File: config.mk
export PLATFORM = sky130hd
export DESIGN_NAME = host_bus_port
export DESIGN_NICKNAME = d
export VERILOG_FILES = /design/src/core/host_port_pkg.sv /design/src/core/host_bus_port.sv /design/src/core/pin_sync.sv
export SDC_FILE = /design/constraint.sdc
export NUM_CORES = 1
export LEC_CHECK = 0
export ABC_CLOCK_PERIOD_IN_PS = 2800
export BUFFER_PORTS_ARGS = -buffer_cell sky130_fd_sc_hd__buf_4
export CAP_MARGIN = 40
export CORE_MARGIN = 2
export CORE_UTILIZATION = 45
export CTS_CLUSTER_DIAMETER = 60
export DETAILED_ROUTE_END_ITERATION = 8
export PLACE_DENSITY = 0.68
export RECOVER_POWER = 100
export SETUP_SLACK_MARGIN = 0.4
export SLEW_MARGIN = 15
export SYNTH_ARGS = -nofsm -noshare
export SYNTH_HDL_FRONTEND = slang
export SYNTH_SLANG_ARGS = --single-unit
File: constraint.sdc
create_clock -name ref_clk -period 2.8 [get_ports ref_clk]
set_input_delay 0.42 -clock ref_clk [delete_from_list [all_inputs] [get_ports ref_clk]]
set_output_delay 0.42 -clock ref_clk [all_outputs]
set_load 0.05 [all_outputs]
File: src/core/host_port_pkg.sv
// Purpose: Shared constants and carrier types for the host bus port and status outputs.
// Assumes: One 200 MHz clock, synchronous active-high reset on that clock.
// Notes: Register select codes are this port's own map of the four internal registers.
// Notes on behaviour
// (RL1) A high reset input performs a master reset.
// (RL2) Reset stops all activity and clears mode, command and status registers.
// (RL3) After reset the port stays idle until control words are written.
// (RL4) Two register-select inputs pick the register accessed in a bus cycle.
// (RL5) Direction low means read from device, high means write into device.
// (RL6) With chip select low the selected access is carried out.
// (RL7) Host keeps control, select and data valid while chip select is low.
// (RL8) With chip select high the data bus drivers are off.
// (RL9) Data bus is 8 bits, bit 0 least significant.
// (RL10) Transmit-free output is inverse of status bit zero.
// (RL11) Transmit-free output is meaningful only while the transmitter is enabled.
// (RL12) The three status outputs are open-drain and active low.
// (RL13) Receive-available output is inverse of status bit one.
// (RL14) Receive-available clears on holding register read and when receiver disabled.
// (RL15) Idle-or-change output is inverse of status bit two; set on idle or line change.
// (RL16) Status read releases idle-or-change only when the transmitter is not empty.
// (RL17) Short received characters are zero-filled in the high-order bits.
// (RL18) Read data is driven only during a chip-selected read.
package host_port_pkg;
   localparam int DATA_W = 8;
   localparam logic [1:0] SEL_DATA = 2'h0;
   localparam logic [1:0] SEL_STATUS = 2'h1;
   localparam logic [1:0] SEL_MODE = 2'h2;
   localparam logic [1:0] SEL_COMMAND = 2'h3;
   localparam logic [7:0] MODE_RESET = 8'h00;
   localparam logic [7:0] COMMAND_RESET = 8'h00;
   localparam logic [7:0] DATA_RESET = 8'h00;
   localparam int BIT_TX_FREE = 0;
   localparam int BIT_RX_AVAIL = 1;
   localparam int BIT_TX_IDLE_CHANGE = 2;
   localparam int BIT_CARRIER = 6;
   localparam int BIT_READY = 7;
   localparam int CMD_TX_EN = 0;
   localparam int CMD_RX_EN = 2;
   localparam int MODE_LEN_LSB = 2;
   localparam logic [1:0] LEN_8 = 2'h3;
   // Cycles after reset until both modem synchroniser stages and the history flop hold real pin levels.
   localparam int SYNC_SETTLE = 3;

   // Bus cycle decoded from the host pins.
   typedef struct packed {
      logic rd;
      logic wr;
      logic [1:0] sel;
      logic [7:0] wdata;
   } host_access_t;

   // Event strobes from the serial engine.
   typedef struct packed {
      logic tx_taken;
      logic tx_empty;
      logic rx_load;
      logic [7:0] rx_data;
   } engine_evt_t;
endpackage : host_port_pkg

File: src/core/host_bus_port.sv
// Purpose: Asynchronous host register port with open-drain status outputs.
// Assumes: Host pins are synchronised; engine strobes are on ref_clk.
// Notes: An access is acted on once, at the chip select falling edge after synchronisation.
`timescale 1ns/10ps
module host_bus_port
   import host_port_pkg::*;
(
   input wire logic ref_clk,
   input wire logic rst,
   input wire logic [1:0] reg_select,
   input wire logic rw_dir,
   input wire logic chip_sel_n,
   input wire logic [7:0] host_data_bus_in,
   output logic [7:0] host_data_bus_out,
   output logic host_data_bus_oe,
   input wire logic carrier_in,
   input wire logic modem_ready_in,
   input wire engine_evt_t engine_evt,
   output logic tx_enable,
   output logic rx_enable,
   output logic [7:0] mode_out,
   output logic [7:0] tx_holding_out,
   output logic tx_holding_valid,
   output logic tx_holding_free_n,
   output logic tx_holding_free_n_oe,
   output logic rx_char_avail_n,
   output logic rx_char_avail_n_oe,
   output logic tx_idle_or_line_change_n,
   output logic tx_idle_or_line_change_n_oe
);
   ////////////////////////////////////////////////////////////////////////////
   // Pin synchronisation.
   logic [13:0] pins_s;
   logic [1:0] sel_s;
   logic dir_s;
   logic cs_n_s;
   logic cs_act_s;
   logic [7:0] wdata_s;
   logic carrier_s;
   logic ready_s;
   logic cs_n_d_reg;
   logic [SYNC_SETTLE-1:0] mdm_init_reg;
   logic carrier_d_reg;
   logic ready_d_reg;
   host_access_t acc;

   pin_sync #(.W(14)) u_sync (
      .ref_clk(ref_clk),
      .rst(rst),
      .d({reg_select, rw_dir, !chip_sel_n, host_data_bus_in, carrier_in, modem_ready_in}),
      .q(pins_s)
   );
   // Chip select crosses as an active-high flag, so the synchroniser's reset value reads as deselected.
   // Otherwise the first edges after reset would see a false select and drive the bus.
   assign {sel_s, dir_s, cs_act_s, wdata_s, carrier_s, ready_s} = pins_s;
   assign cs_n_s = !cs_act_s;

   // Lines are stable while chip select is low, so one strobe per cycle suffices. see (RL7)
   always_ff @(posedge ref_clk) begin
      if (rst) begin
         cs_n_d_reg <= 1'b1;
      end else begin
         cs_n_d_reg <= cs_n_s;
      end
   end
   assign acc.rd = cs_n_d_reg && !cs_n_s && !dir_s; // see (RL5) (RL6)
   assign acc.wr = cs_n_d_reg && !cs_n_s && dir_s; // see (RL5) (RL6)
   assign acc.sel = sel_s; // see (RL4)
   assign acc.wdata = wdata_s; // see (RL9)

   ////////////////////////////////////////////////////////////////////////////
   // Mode and command registers.
   logic [7:0] mode_reg;
   logic [7:0] command_reg;

   // Cleared on reset; nothing runs until software programs them. see (RL1) (RL2) (RL3)
   always_ff @(posedge ref_clk) begin
      if (rst) begin
         mode_reg <= MODE_RESET;
         command_reg <= COMMAND_RESET;
      end else if (acc.wr && acc.sel == SEL_MODE) begin
         mode_reg <= acc.wdata;
      end else if (acc.wr && acc.sel == SEL_COMMAND) begin
         command_reg <= acc.wdata;
      end
   end
   assign tx_enable = command_reg[CMD_TX_EN];
   assign rx_enable = command_reg[CMD_RX_EN];
   assign mode_out = mode_reg;

   ////////////////////////////////////////////////////////////////////////////
   // Transmit holding register.
   logic [7:0] tx_holding_reg;
   logic tx_full_reg;
   logic tx_load;

   assign tx_load = acc.wr && acc.sel == SEL_DATA;

   // A host load beats an engine take in the same cycle. see (RL10)
   always_ff @(posedge ref_clk) begin
      if (rst) begin
         tx_holding_reg <= DATA_RESET;
         tx_full_reg <= 1'b0;
      end else if (tx_load) begin
         tx_holding_reg <= acc.wdata;
         tx_full_reg <= 1'b1;
      end else if (engine_evt.tx_taken) begin
         tx_full_reg <= 1'b0;
      end
   end
   assign tx_holding_out = tx_holding_reg;
   assign tx_holding_valid = tx_full_reg;

   ////////////////////////////////////////////////////////////////////////////
   // Receive holding register.
   logic [7:0] rx_holding_reg;
   logic rx_avail_reg;
   logic [7:0] rx_mask;
   logic rx_read;

   assign rx_read = acc.rd && acc.sel == SEL_DATA;
   // Mask off bits beyond the programmed character length. see (RL17)
   assign rx_mask = 8'hff >> (LEN_8 - mode_reg[MODE_LEN_LSB +: 2]);

   // New character wins over a read in the same cycle. see (RL13) (RL14)
   always_ff @(posedge ref_clk) begin
      if (rst) begin
         rx_holding_reg <= DATA_RESET;
         rx_avail_reg <= 1'b0;
      end else if (!rx_enable) begin
         rx_avail_reg <= 1'b0;
      end else if (engine_evt.rx_load) begin
         rx_holding_reg <= engine_evt.rx_data & rx_mask; // see (RL17)
         rx_avail_reg <= 1'b1;
      end else if (rx_read) begin
         rx_avail_reg <= 1'b0;
      end
   end

   ////////////////////////////////////////////////////////////////////////////
   // Idle-or-line-change status.
   logic idle_change_reg;
   logic tx_empty_reg;
   logic line_change;

   // Previous modem levels. Detection waits until synchroniser and history hold real levels, so a
   // pin that sits high through reset raises no false change; a change in those first cycles is lost.
   always_ff @(posedge ref_clk) begin
      if (rst) begin
         carrier_d_reg <= 1'b0;
         ready_d_reg <= 1'b0;
         mdm_init_reg <= '0;
      end else begin
         carrier_d_reg <= carrier_s;
         ready_d_reg <= ready_s;
         mdm_init_reg <= {mdm_init_reg[SYNC_SETTLE-2:0], 1'b1};
      end
   end
   assign line_change = mdm_init_reg[SYNC_SETTLE-1] && (carrier_s != carrier_d_reg || ready_s != ready_d_reg);

   // Empty is a level kept until the host loads another character.
   always_ff @(posedge ref_clk) begin
      if (rst) begin
         tx_empty_reg <= 1'b0;
      end else if (tx_load) begin
         tx_empty_reg <= 1'b0;
      end else if (engine_evt.tx_empty) begin
         tx_empty_reg <= 1'b1;
      end
   end

   // Set wins over a clearing status read; a read cannot clear while empty. see (RL15) (RL16)
   always_ff @(posedge ref_clk) begin
      if (rst) begin
         idle_change_reg <= 1'b0;
      end else if (line_change || (engine_evt.tx_empty && !tx_load)) begin
         idle_change_reg <= 1'b1;
      end else if (tx_load && !line_change) begin
         idle_change_reg <= 1'b0;
      end else if (acc.rd && acc.sel == SEL_STATUS && !tx_empty_reg) begin
         idle_change_reg <= 1'b0;
      end
   end

   ////////////////////////////////////////////////////////////////////////////
   // Status word and read path.
   logic [7:0] status;
   logic [7:0] rdata;
   logic [7:0] rdata_reg;

   always_comb begin
      status = 8'h00;
      status[BIT_TX_FREE] = tx_enable && !tx_full_reg;
      status[BIT_RX_AVAIL] = rx_avail_reg;
      status[BIT_TX_IDLE_CHANGE] = idle_change_reg;
      status[BIT_CARRIER] = !carrier_s;
      status[BIT_READY] = !ready_s;
   end

   always_comb begin
      unique case (sel_s)
         SEL_DATA: rdata = rx_holding_reg;
         SEL_STATUS: rdata = status;
         SEL_MODE: rdata = mode_reg;
         SEL_COMMAND: rdata = command_reg;
      endcase
   end

   // Read data registered; driven only in a selected read. see (RL8) (RL18)
   always_ff @(posedge ref_clk) begin
      if (rst) begin
         rdata_reg <= 8'h00;
         host_data_bus_oe <= 1'b0;
      end else begin
         rdata_reg <= rdata;
         host_data_bus_oe <= !cs_n_s && !dir_s;
      end
   end
   assign host_data_bus_out = rdata_reg;

   ////////////////////////////////////////////////////////////////////////////
   // Open-drain status outputs: pin is driven low while enable is high.
   // Transmit-free is held released (enable low) while the transmitter is off. see (RL11)
   assign tx_holding_free_n = 1'b0;
   assign tx_holding_free_n_oe = status[BIT_TX_FREE]; // see (RL10) (RL12)
   assign rx_char_avail_n = 1'b0;
   assign rx_char_avail_n_oe = status[BIT_RX_AVAIL]; // see (RL13) (RL12)
   assign tx_idle_or_line_change_n = 1'b0;
   assign tx_idle_or_line_change_n_oe = status[BIT_TX_IDLE_CHANGE]; // see (RL15) (RL12)
endmodule : host_bus_port

File: src/core/pin_sync.sv
// Purpose: Two-flop synchroniser for a vector of asynchronous pins.
// Assumes: Inputs come from outside the ref_clk domain.
// Notes: The first stage feeds only the second stage.
`timescale 1ns/10ps
module pin_sync #(
   parameter int W = 1
) (
   input wire logic ref_clk,
   input wire logic rst,
   input wire logic [W-1:0] d,
   output logic [W-1:0] q
);
   logic [W-1:0] meta_reg;

   // Two stages give metastability time to settle before use.
   always_ff @(posedge ref_clk) begin
      if (rst) begin
         meta_reg <= '0;
         q <= '0;
      end else begin
         meta_reg <= d;
         q <= meta_reg;
      end
   end
endmodule : pin_sync

# After elaboration in Yosys (flattened, before gate mapping)
# Index checks and enable logic that the tools add are counted.
# W data, S select, Z words.
[classes]
n_reduce_logical = 33
muxes = 9
add_sub_neg = 1
bitwise_logic = 3
n_eq_ne = 5
shift = 1
[ops]
columns = ["operator", "count"]
rows = [
  ["$pmux W8 S4", 1],
  ["$logic_and A1 B1 Y1", 14],
  ["$logic_not A1 Y1", 9],
  ["$and A8 B8 Y8", 1],
  ["$mux W1", 8],
  ["$shr A8 B2 Y8 const A", 1],
  ["$eq A2 B2 Y1 const B", 2],
  ["$reduce_and A2 Y1", 2],
  ["$reduce_bool A2 Y1", 2],
  ["$reduce_or A2 Y1", 2],
  ["$reduce_bool A3 Y1", 1],
  ["$eq A2 B1 Y1 const B", 1],
  ["$logic_not A2 Y1", 1],
  ["$logic_or A1 B1 Y1", 2],
  ["$ne A1 B1 Y1", 2],
  ["$not A1 Y1", 2],
  ["$sub A2 B2 Y2 const A", 1],
]
[totals]
out_inout_bits = 34
reg_bits = 79

# Longest topological paths before layout
# Gate-level depths: netlist (run 1).
[logic_depth]
ltp_word = 7
depth_mapped = 5
depth_no_buf = 3

# By module
# A second synthesis (run 1) with hierarchy kept.
[unflattened]
hier_cells = 291
hier_area_um2 = 2840.2
[modules_own_cells]
columns = ["module", "area_each_um2", "instances", "cells_per_inst", "seq_area_each_um2"]
rows = [
  ["host_bus_port", 2062.0, 1, 233, 1021.0],
  ["pin_sync", 778.2, 1, 58, 560.5],
]

# Worst setup path after synthesis (run 1)
# Ideal clock, no wire load.
[synth_timing]
path_type = "reg-to-output"
start = "register command_reg[0]"
end = "output port tx_holding_free_n_oe"
stages_incl_launch_ff = 2
arrival_time_ns = 1.417
setup_slack_ns = 0.963
cell_sequence = "dfxtp_1 nor2b_1"
[synth_between]
elab_chain_cells = 1
[synth_lines]
columns = ["element", "line_no", "text"]
rows = [
  ["start: declaration", "host_bus_port.sv:74", "logic [7:0] command_reg;"],
  ["start signal: assignment", "host_bus_port.sv:84", "command_reg <= acc.wdata;"],
  ["$logic_and A1 B1 Y1", "host_bus_port.sv:193", "status[BIT_TX_FREE] = tx_enable && !tx_full_reg;"],
  ["end: declaration", "host_bus_port.sv:25", "output logic tx_holding_free_n_oe,"],
]
# Every way passes these cells.

==> results of run 1 <==
==> final cells by class <==
class,count,share of cell area
clock inverters,6,0.0280
multi-input cells,185,0.322
well taps,75,0.0283
flip-flops and latches,79,0.478
repair buffers,59,0.0975
inverters,4,0.00454
clock buffers,10,0.0416
==> kinds of logic (layout without fill, tap and decap cells) <==
| logic type | after synthesis | after routing |
|---|---|---|
| AO/OA/AOI/OAI | 74 | 74 |
| AND/OR/NAND/NOR | 101 | 101 |
| buffers and inverters | 28 | 79 |
| flip-flops | 79 | 79 |
| multiplexers | 5 | 5 |
| other | 1 | 3 |
| XOR/XNOR | 2 | 2 |
==> per-stage QoR <==
step                total power [mW]  worst slack, ps  area (um^2)  utilization  hold slack [ps]
floorplan                       1.26              963         2790            -              414
global placement                1.30             1040         3200        0.537              418
global route                    2.31              459         3310        0.556              212
finish                          2.21              714         3310        0.556              219
CTS                             2.24              955         3430        0.576              203
detailed placement              1.30              988         3200        0.537              420
==> worst paths after layout <==
check                                     end  slack, ps  cells after the start          startpoint
hold reg to reg                   u_sync.q[4]        440                      1  u_sync.meta_reg[4]
setup / recovery  tx_idle_or_line_change_n_oe        710                      4                 rst
setup reg to reg               command_reg[1]        940                      4        u_sync.q[13]
hold / removal            u_sync.meta_reg[10]        220                      2          chip_sel_n
==> power groups by stage <==
stage	clock [mW]	sequential [mW]	combinational (mW)
6_report	0.937	1.17	0.107
5_1_grt	1.02	1.17	0.117
4_1_cts	0.958	1.17	0.110
3_5_place_dp	0	1.19	0.110
3_3_place_gp	0	1.19	0.108
2_1_floorplan	0	1.20	0.0669
==> metal layers <==
layer	part of all wire	vias up
met1	0.47	958
li1	-	1088
met4	0.023	0
met3	0.063	10
met2	0.44	68
met5	0	-
==> synth_stat cells, drive strengths merged <==
cell type	count	area share
nor3	1	0.0018
buf	16	0.036
nand2	13	0.018
mux2i	3	0.011
nand3	31	0.056
a21oi	35	0.063
conb	1	0.0013
and3	1	0.0022
a2bb2oi	3	0.0094
nand4	1	0.0022
nand4b	1	0.0031
or3b	1	0.0031
o211ai	1	0.0027
o21ai	25	0.045
inv	4	0.0054
and2	3	0.0067
dfxtp	79	0.57
a211oi	6	0.016
nor4	1	0.0022
or2	1	0.0022
nor2	11	0.015
o21a	1	0.0027
nor2b	35	0.079
o2111ai	1	0.0031
mux4	2	0.016
and4b	1	0.0036
xor2	2	0.0063
clkbuf	8	0.011
o41ai	2	0.0090
==> critical path: stages <==
cell and delay, ps:
clkbuf_1 1100, inv_1 400, o211ai_1 230, o41ai_2 100
==> metrics.txt, run 1 <==
synth unique cells=34; CTS Root Cell=clkbuf_8; #FFs+latches synth=~80; Most Crowded Layer GR=met2; Sw Pwr=0.486 mW; M3 GR Usage=0.0543; Sink Count=79; drt first-iter violations=309; clk buf depth=2; multiplexer share of the synthesized area=0.0269; Top Ports=61; Startpoint Class=primary input; sequential area share after synthesis=0.568; yosys warns=0; initial antenna violation count=0; Critical Path Sink Type=flop; post-CTS setup buffers=0; # setup viols final=0; CORE AREA=5960 um^2; first-pass GRT wire length=between 8 and 9 mm; Port Buffers=57; largest family of logic cells by synthesized area=simple AND/OR/NAND/NOR gates; # rows=28; Die X=82.7 um; most common cell after layout, fill and taps aside=dfxtp_1; chip height=82.7 um; area of the multi-input gates=approximately 1100 um^2; Synth Area in Adders=0; Worst Path Max Fanout=38; Routed Antenna Nets=0; starting density of the core=0.468; Syn-to-layout area delta=18.8%; met2 global-route usage=0.251; min cycle time layout=2090 ps; number of global-route vias before repair=1823; dpl hpwl=3.77 mm; Clock Latency Late Sink=approximately 340 ps; commonest non-fill, non-tap cells in the layout=dfxtp_1, nor2b_1, a21oi_1, clkbuf_1, nand3_1; post-synthesis cell count=290; Layout Nets=365; Synth Area in Compound Gates=0.151; clock network power share=0.424; filler cell count=568; post-CTS sizing=0; htree depth=3; min-delay worst type=primary input to flop; Logic pwr share=0.048; CTS tree=done; setup_tns=0 ps; TritonCTS Buffers=9; Worst-Margin Slew=1550 ps; Sequential cell area=1580 um^2; unrepaired setup endpoints after global routing=no; Synth Area in XOR/XNOR=0.00629; Post-Synth Simple-Gate Area=0.195; Final Max Tran Viols=39; worst rel slew slack=-0.0302; Clock Pin Slew Worst Setup and Hold Paths=80 ps; VDD IR max=0.432 mV; DR vias=2124; Power Internal=about 1.7 mW; final hold vios=0; Overflow after GRT=0; Max-Cap Viols=1; Routed WL=5.59 mm; Required @ worst endpoint=2970 ps; Sw Share=0.220; Pre-Repair DR Iteration Count=4; WL/cell=approximately 13 um; Finished Layout Cells=418; status=complete, but fails checks; M1 GR Usage=0.232; Flop pwr share=0.528; post-synthesis cell area=2790 um^2; leakage power=1.21 nW; P per Cell Area=between 600 and 700 nW/um^2; syn_area_per_cell=9.61 um^2; largest net degree at the start of global routing=39; maximum clock rate=479 MHz; die area=6840 um^2; DP Cell Count=about 400; Worst Skew=8.46 ps; DRC violations left=0; GRT Total Usage=0.172; failing checks=max-capacitance violations, max-slew violations; Hold-fix buffers, CTS=0; diodes inserted=0; CP arrival=roughly 2300 ps; ratio of cells with drive above 1 in the final layout=0.140; critical path class=primary input to flop; Vias per Instance=5.08; post-route clock period utilization=0.745; RD Place Congestion=0.845
Power figures use the tool's default switching activity.
==> inputs of run 2 (changes only) <==
- ABC_AREA: default -> 1
- ABC_CLOCK_PERIOD_IN_PS: 2800 -> 2100
- clock period: 2.8 -> 2.1 ns (I/O delays scaled with it)
==> run 2 against run 1 <==
The run still ends with max-capacitance violations, max-slew violations left. Global-route usage increased by 1.1 points. Via count up 7.3%. First-iteration DRC count fell by 55%. Final cell count is 17% higher. Sequential power increased by 32%. Non-clock buffer count up 1. Cell area fell by 1.7%. Synthesized cell count up 20%. Largest cell class unchanged. Highest routed layer unchanged.
==> metrics.txt, run 2 <==
Post-synth top cells=nor2_1, dfxtp_1, inv_1, nand2_1, o21ai_0; sequential area share after synthesis=0.576; post-layout instance area=3250 um^2; Critical Path Sink Type=primary output; CTS Root Cell=clkbuf_8; Final Max Tran Viols=37; dpl ws=775 ps; post-route clock period utilization=0.788; die area=6750 um^2; CORE AREA=5920 um^2; CP arrival=1340 ps; failing checks=max-capacitance violations, max-slew violations; Synth top area share=0.576; Sink Count=about 80; Hold-fix buffers, CTS=0; yosys warns=0; hold path start=chip_sel_n; Vias per Instance=4.66; Pre-Repair DR Iteration Count=4; post-placement cell area=3230 um^2; #FFs+latches synth=between 70 and 80; DR vias=around 2300; post-synthesis cell area=2750 um^2; Layout Nets=about 440; ratio of cells with drive above 1 in the final layout=0.118; clk buf depth=2; commonest non-fill, non-tap cells in the layout=nor2_1, dfxtp_1, inv_1, nand2_1, o21ai_0; FFs w/ async S/R, synth=0; P per Cell Area=825 nW/um^2; maximum clock rate=between 600 and 700 MHz; Die X=82.1 um; Max-Cap Viols=1; WHS=between 100 and 150 ps; final hold vios=0; drt first-iter violations=138; crit-path max cell delay=470 ps; GRT Total Usage=0.183; CTS tree=done; unrepaired setup endpoints after global routing=no; cells on worst reg2reg path=5; critical path's slowest cell=clkbuf_1; number of flops mapped to enable cells by yosys=0; VDD IR max=roughly 0.41 mV; Syn-to-layout area delta=18.4%; critical path class=flop to primary output; syn_area_per_cell=7.90 um^2; DRC violations left=0; number of global-route vias before repair=1946; CP startpoint=command_reg[0]; Area contributors post-synth=dfxtp_1, nor2_1, o21ai_0; min-delay worst type=primary input to flop; Startpoint Class=flop; Critical R2R Launch=u_sync.q[13]; Worst Skew=5.51 ps; worst rel slew slack=-0.0321; chip height=roughly 82 um; Reg2Reg Setup Slack=490 ps; status=complete, but fails checks; largest net degree at the start of global routing=37; Worst Path Max Fanout=4; initial antenna violation count=0; RD Place Congestion=0.851; most common cell in the netlist=nor2_1; WL/cell=11.8 um; # setup viols final=0; min cycle time layout=1650 ps; leakage power=between 1 and 1.5 nW; htree depth=3; Routed WL=5.76 mm; largest area contributor in the netlist=dfxtp_1; Clock Pin Slew Worst Setup and Hold Paths=~70 ps; post-synthesis cell count=348; Clock Latency Late Sink=340 ps; most common cell after layout, fill and taps aside=nor2_1; final worst slack=between 400 and 500 ps; starting density of the core=0.464; post-CTS setup buffers=0; TritonCTS Buffers=9; Overflow after GRT=0; Hold Path End=u_sync.meta_reg[10]; top_reg_cell synth=dfxtp_1; # rows=28; Top Ports=61; first-pass GRT wire length=9.03 mm; worst-path cell chain=nand2_1, inv_1, clkbuf_1; diodes inserted=0; setup_tns=0 ps; dpl hpwl=4.08 mm; Port Buffers=57; post-CTS sizing=0; Reg-to-Reg End=mode_out[4]; Worst-Margin Slew=1550 ps; WHS Path Cells=2; Required @ worst endpoint=around 1800 ps; Routed Antenna Nets=0; synth unique cells=23
[run 2: cell count changes after synthesis, moves of 5 or more]
cell      previous run  this run
nand3_1             31         4
nor2b_1             35         0
a211oi_1             6         0
clkbuf_1             8         2
inv_1                4        46
nand2_1             12        41
a21oi_1             35         8
o21ai_0             25        41
nor2_1              11        96
buf_2                8         3
[run 2: worst max path at each step]
stage,end,slack (ps),cells past startpoint
2_1_floorplan,tx_holding_free_n_oe,710,2
3_3_place_gp,host_data_bus_out[7],780,5
3_5_place_dp,host_data_bus_out[7],770,5
4_1_cts,tx_holding_free_n_oe,690,3
5_1_grt,mode_out[6],330,5
6_report,tx_holding_free_n_oe,450,3
[run 2: logic make-up after synthesis]
kind of cell / after synthesis / synth area share
AND/OR/NAND/NOR: 149 / 0.222
flip-flops: 79 / 0.576
buffers and inverters: 64 / 0.0974
AO/OA/AOI/OAI: 55 / 0.104
other: 1 / 0.00136
[run 2: through the flow]
stage               utilization  cells  power [mW]
floorplan                     -    350        1.70
global placement          0.546    473        1.77
detailed placement        0.546    473        1.77
CTS                       0.574    489        2.72
global route              0.549    489        2.81
finish                    0.549    489        2.68
[run 2: layer usage]
metal  GRT usage  part of all wire  wire length [um]
met1       0.230              0.46              2640
met2       0.290              0.47              2690
met3      0.0467             0.056               320
met4      0.0967             0.019               109
met5           0                 0                 0
[run 2: cell type report]
class                           instances  area [um^2]
Fill cell                             609         2670
Sequential cell                        79         1580
Multi-Input combinational cell        207          886
Timing Repair Buffer                   60          327
Inverter                               52          200
Clock buffer                           10          128
Tap cell                               75         93.8
Clock inverter                          6         37.5
[run 2: critical path, delay by kind of cell (launching register included)]
family,cells,cell delay [ps]
simple gates,1,70
flops,1,390
buf+inv,2,540
[run 2: power breakdown]
group / internal (mW) / total (mW) / switching [mW]
Clock: 0.422 / 0.957 / 0.534
Sequential: 1.54 / 1.55 / 0.0185
Combinational: 0.0616 / 0.174 / 0.113
Total: 2.02 / 2.68 / 0.665
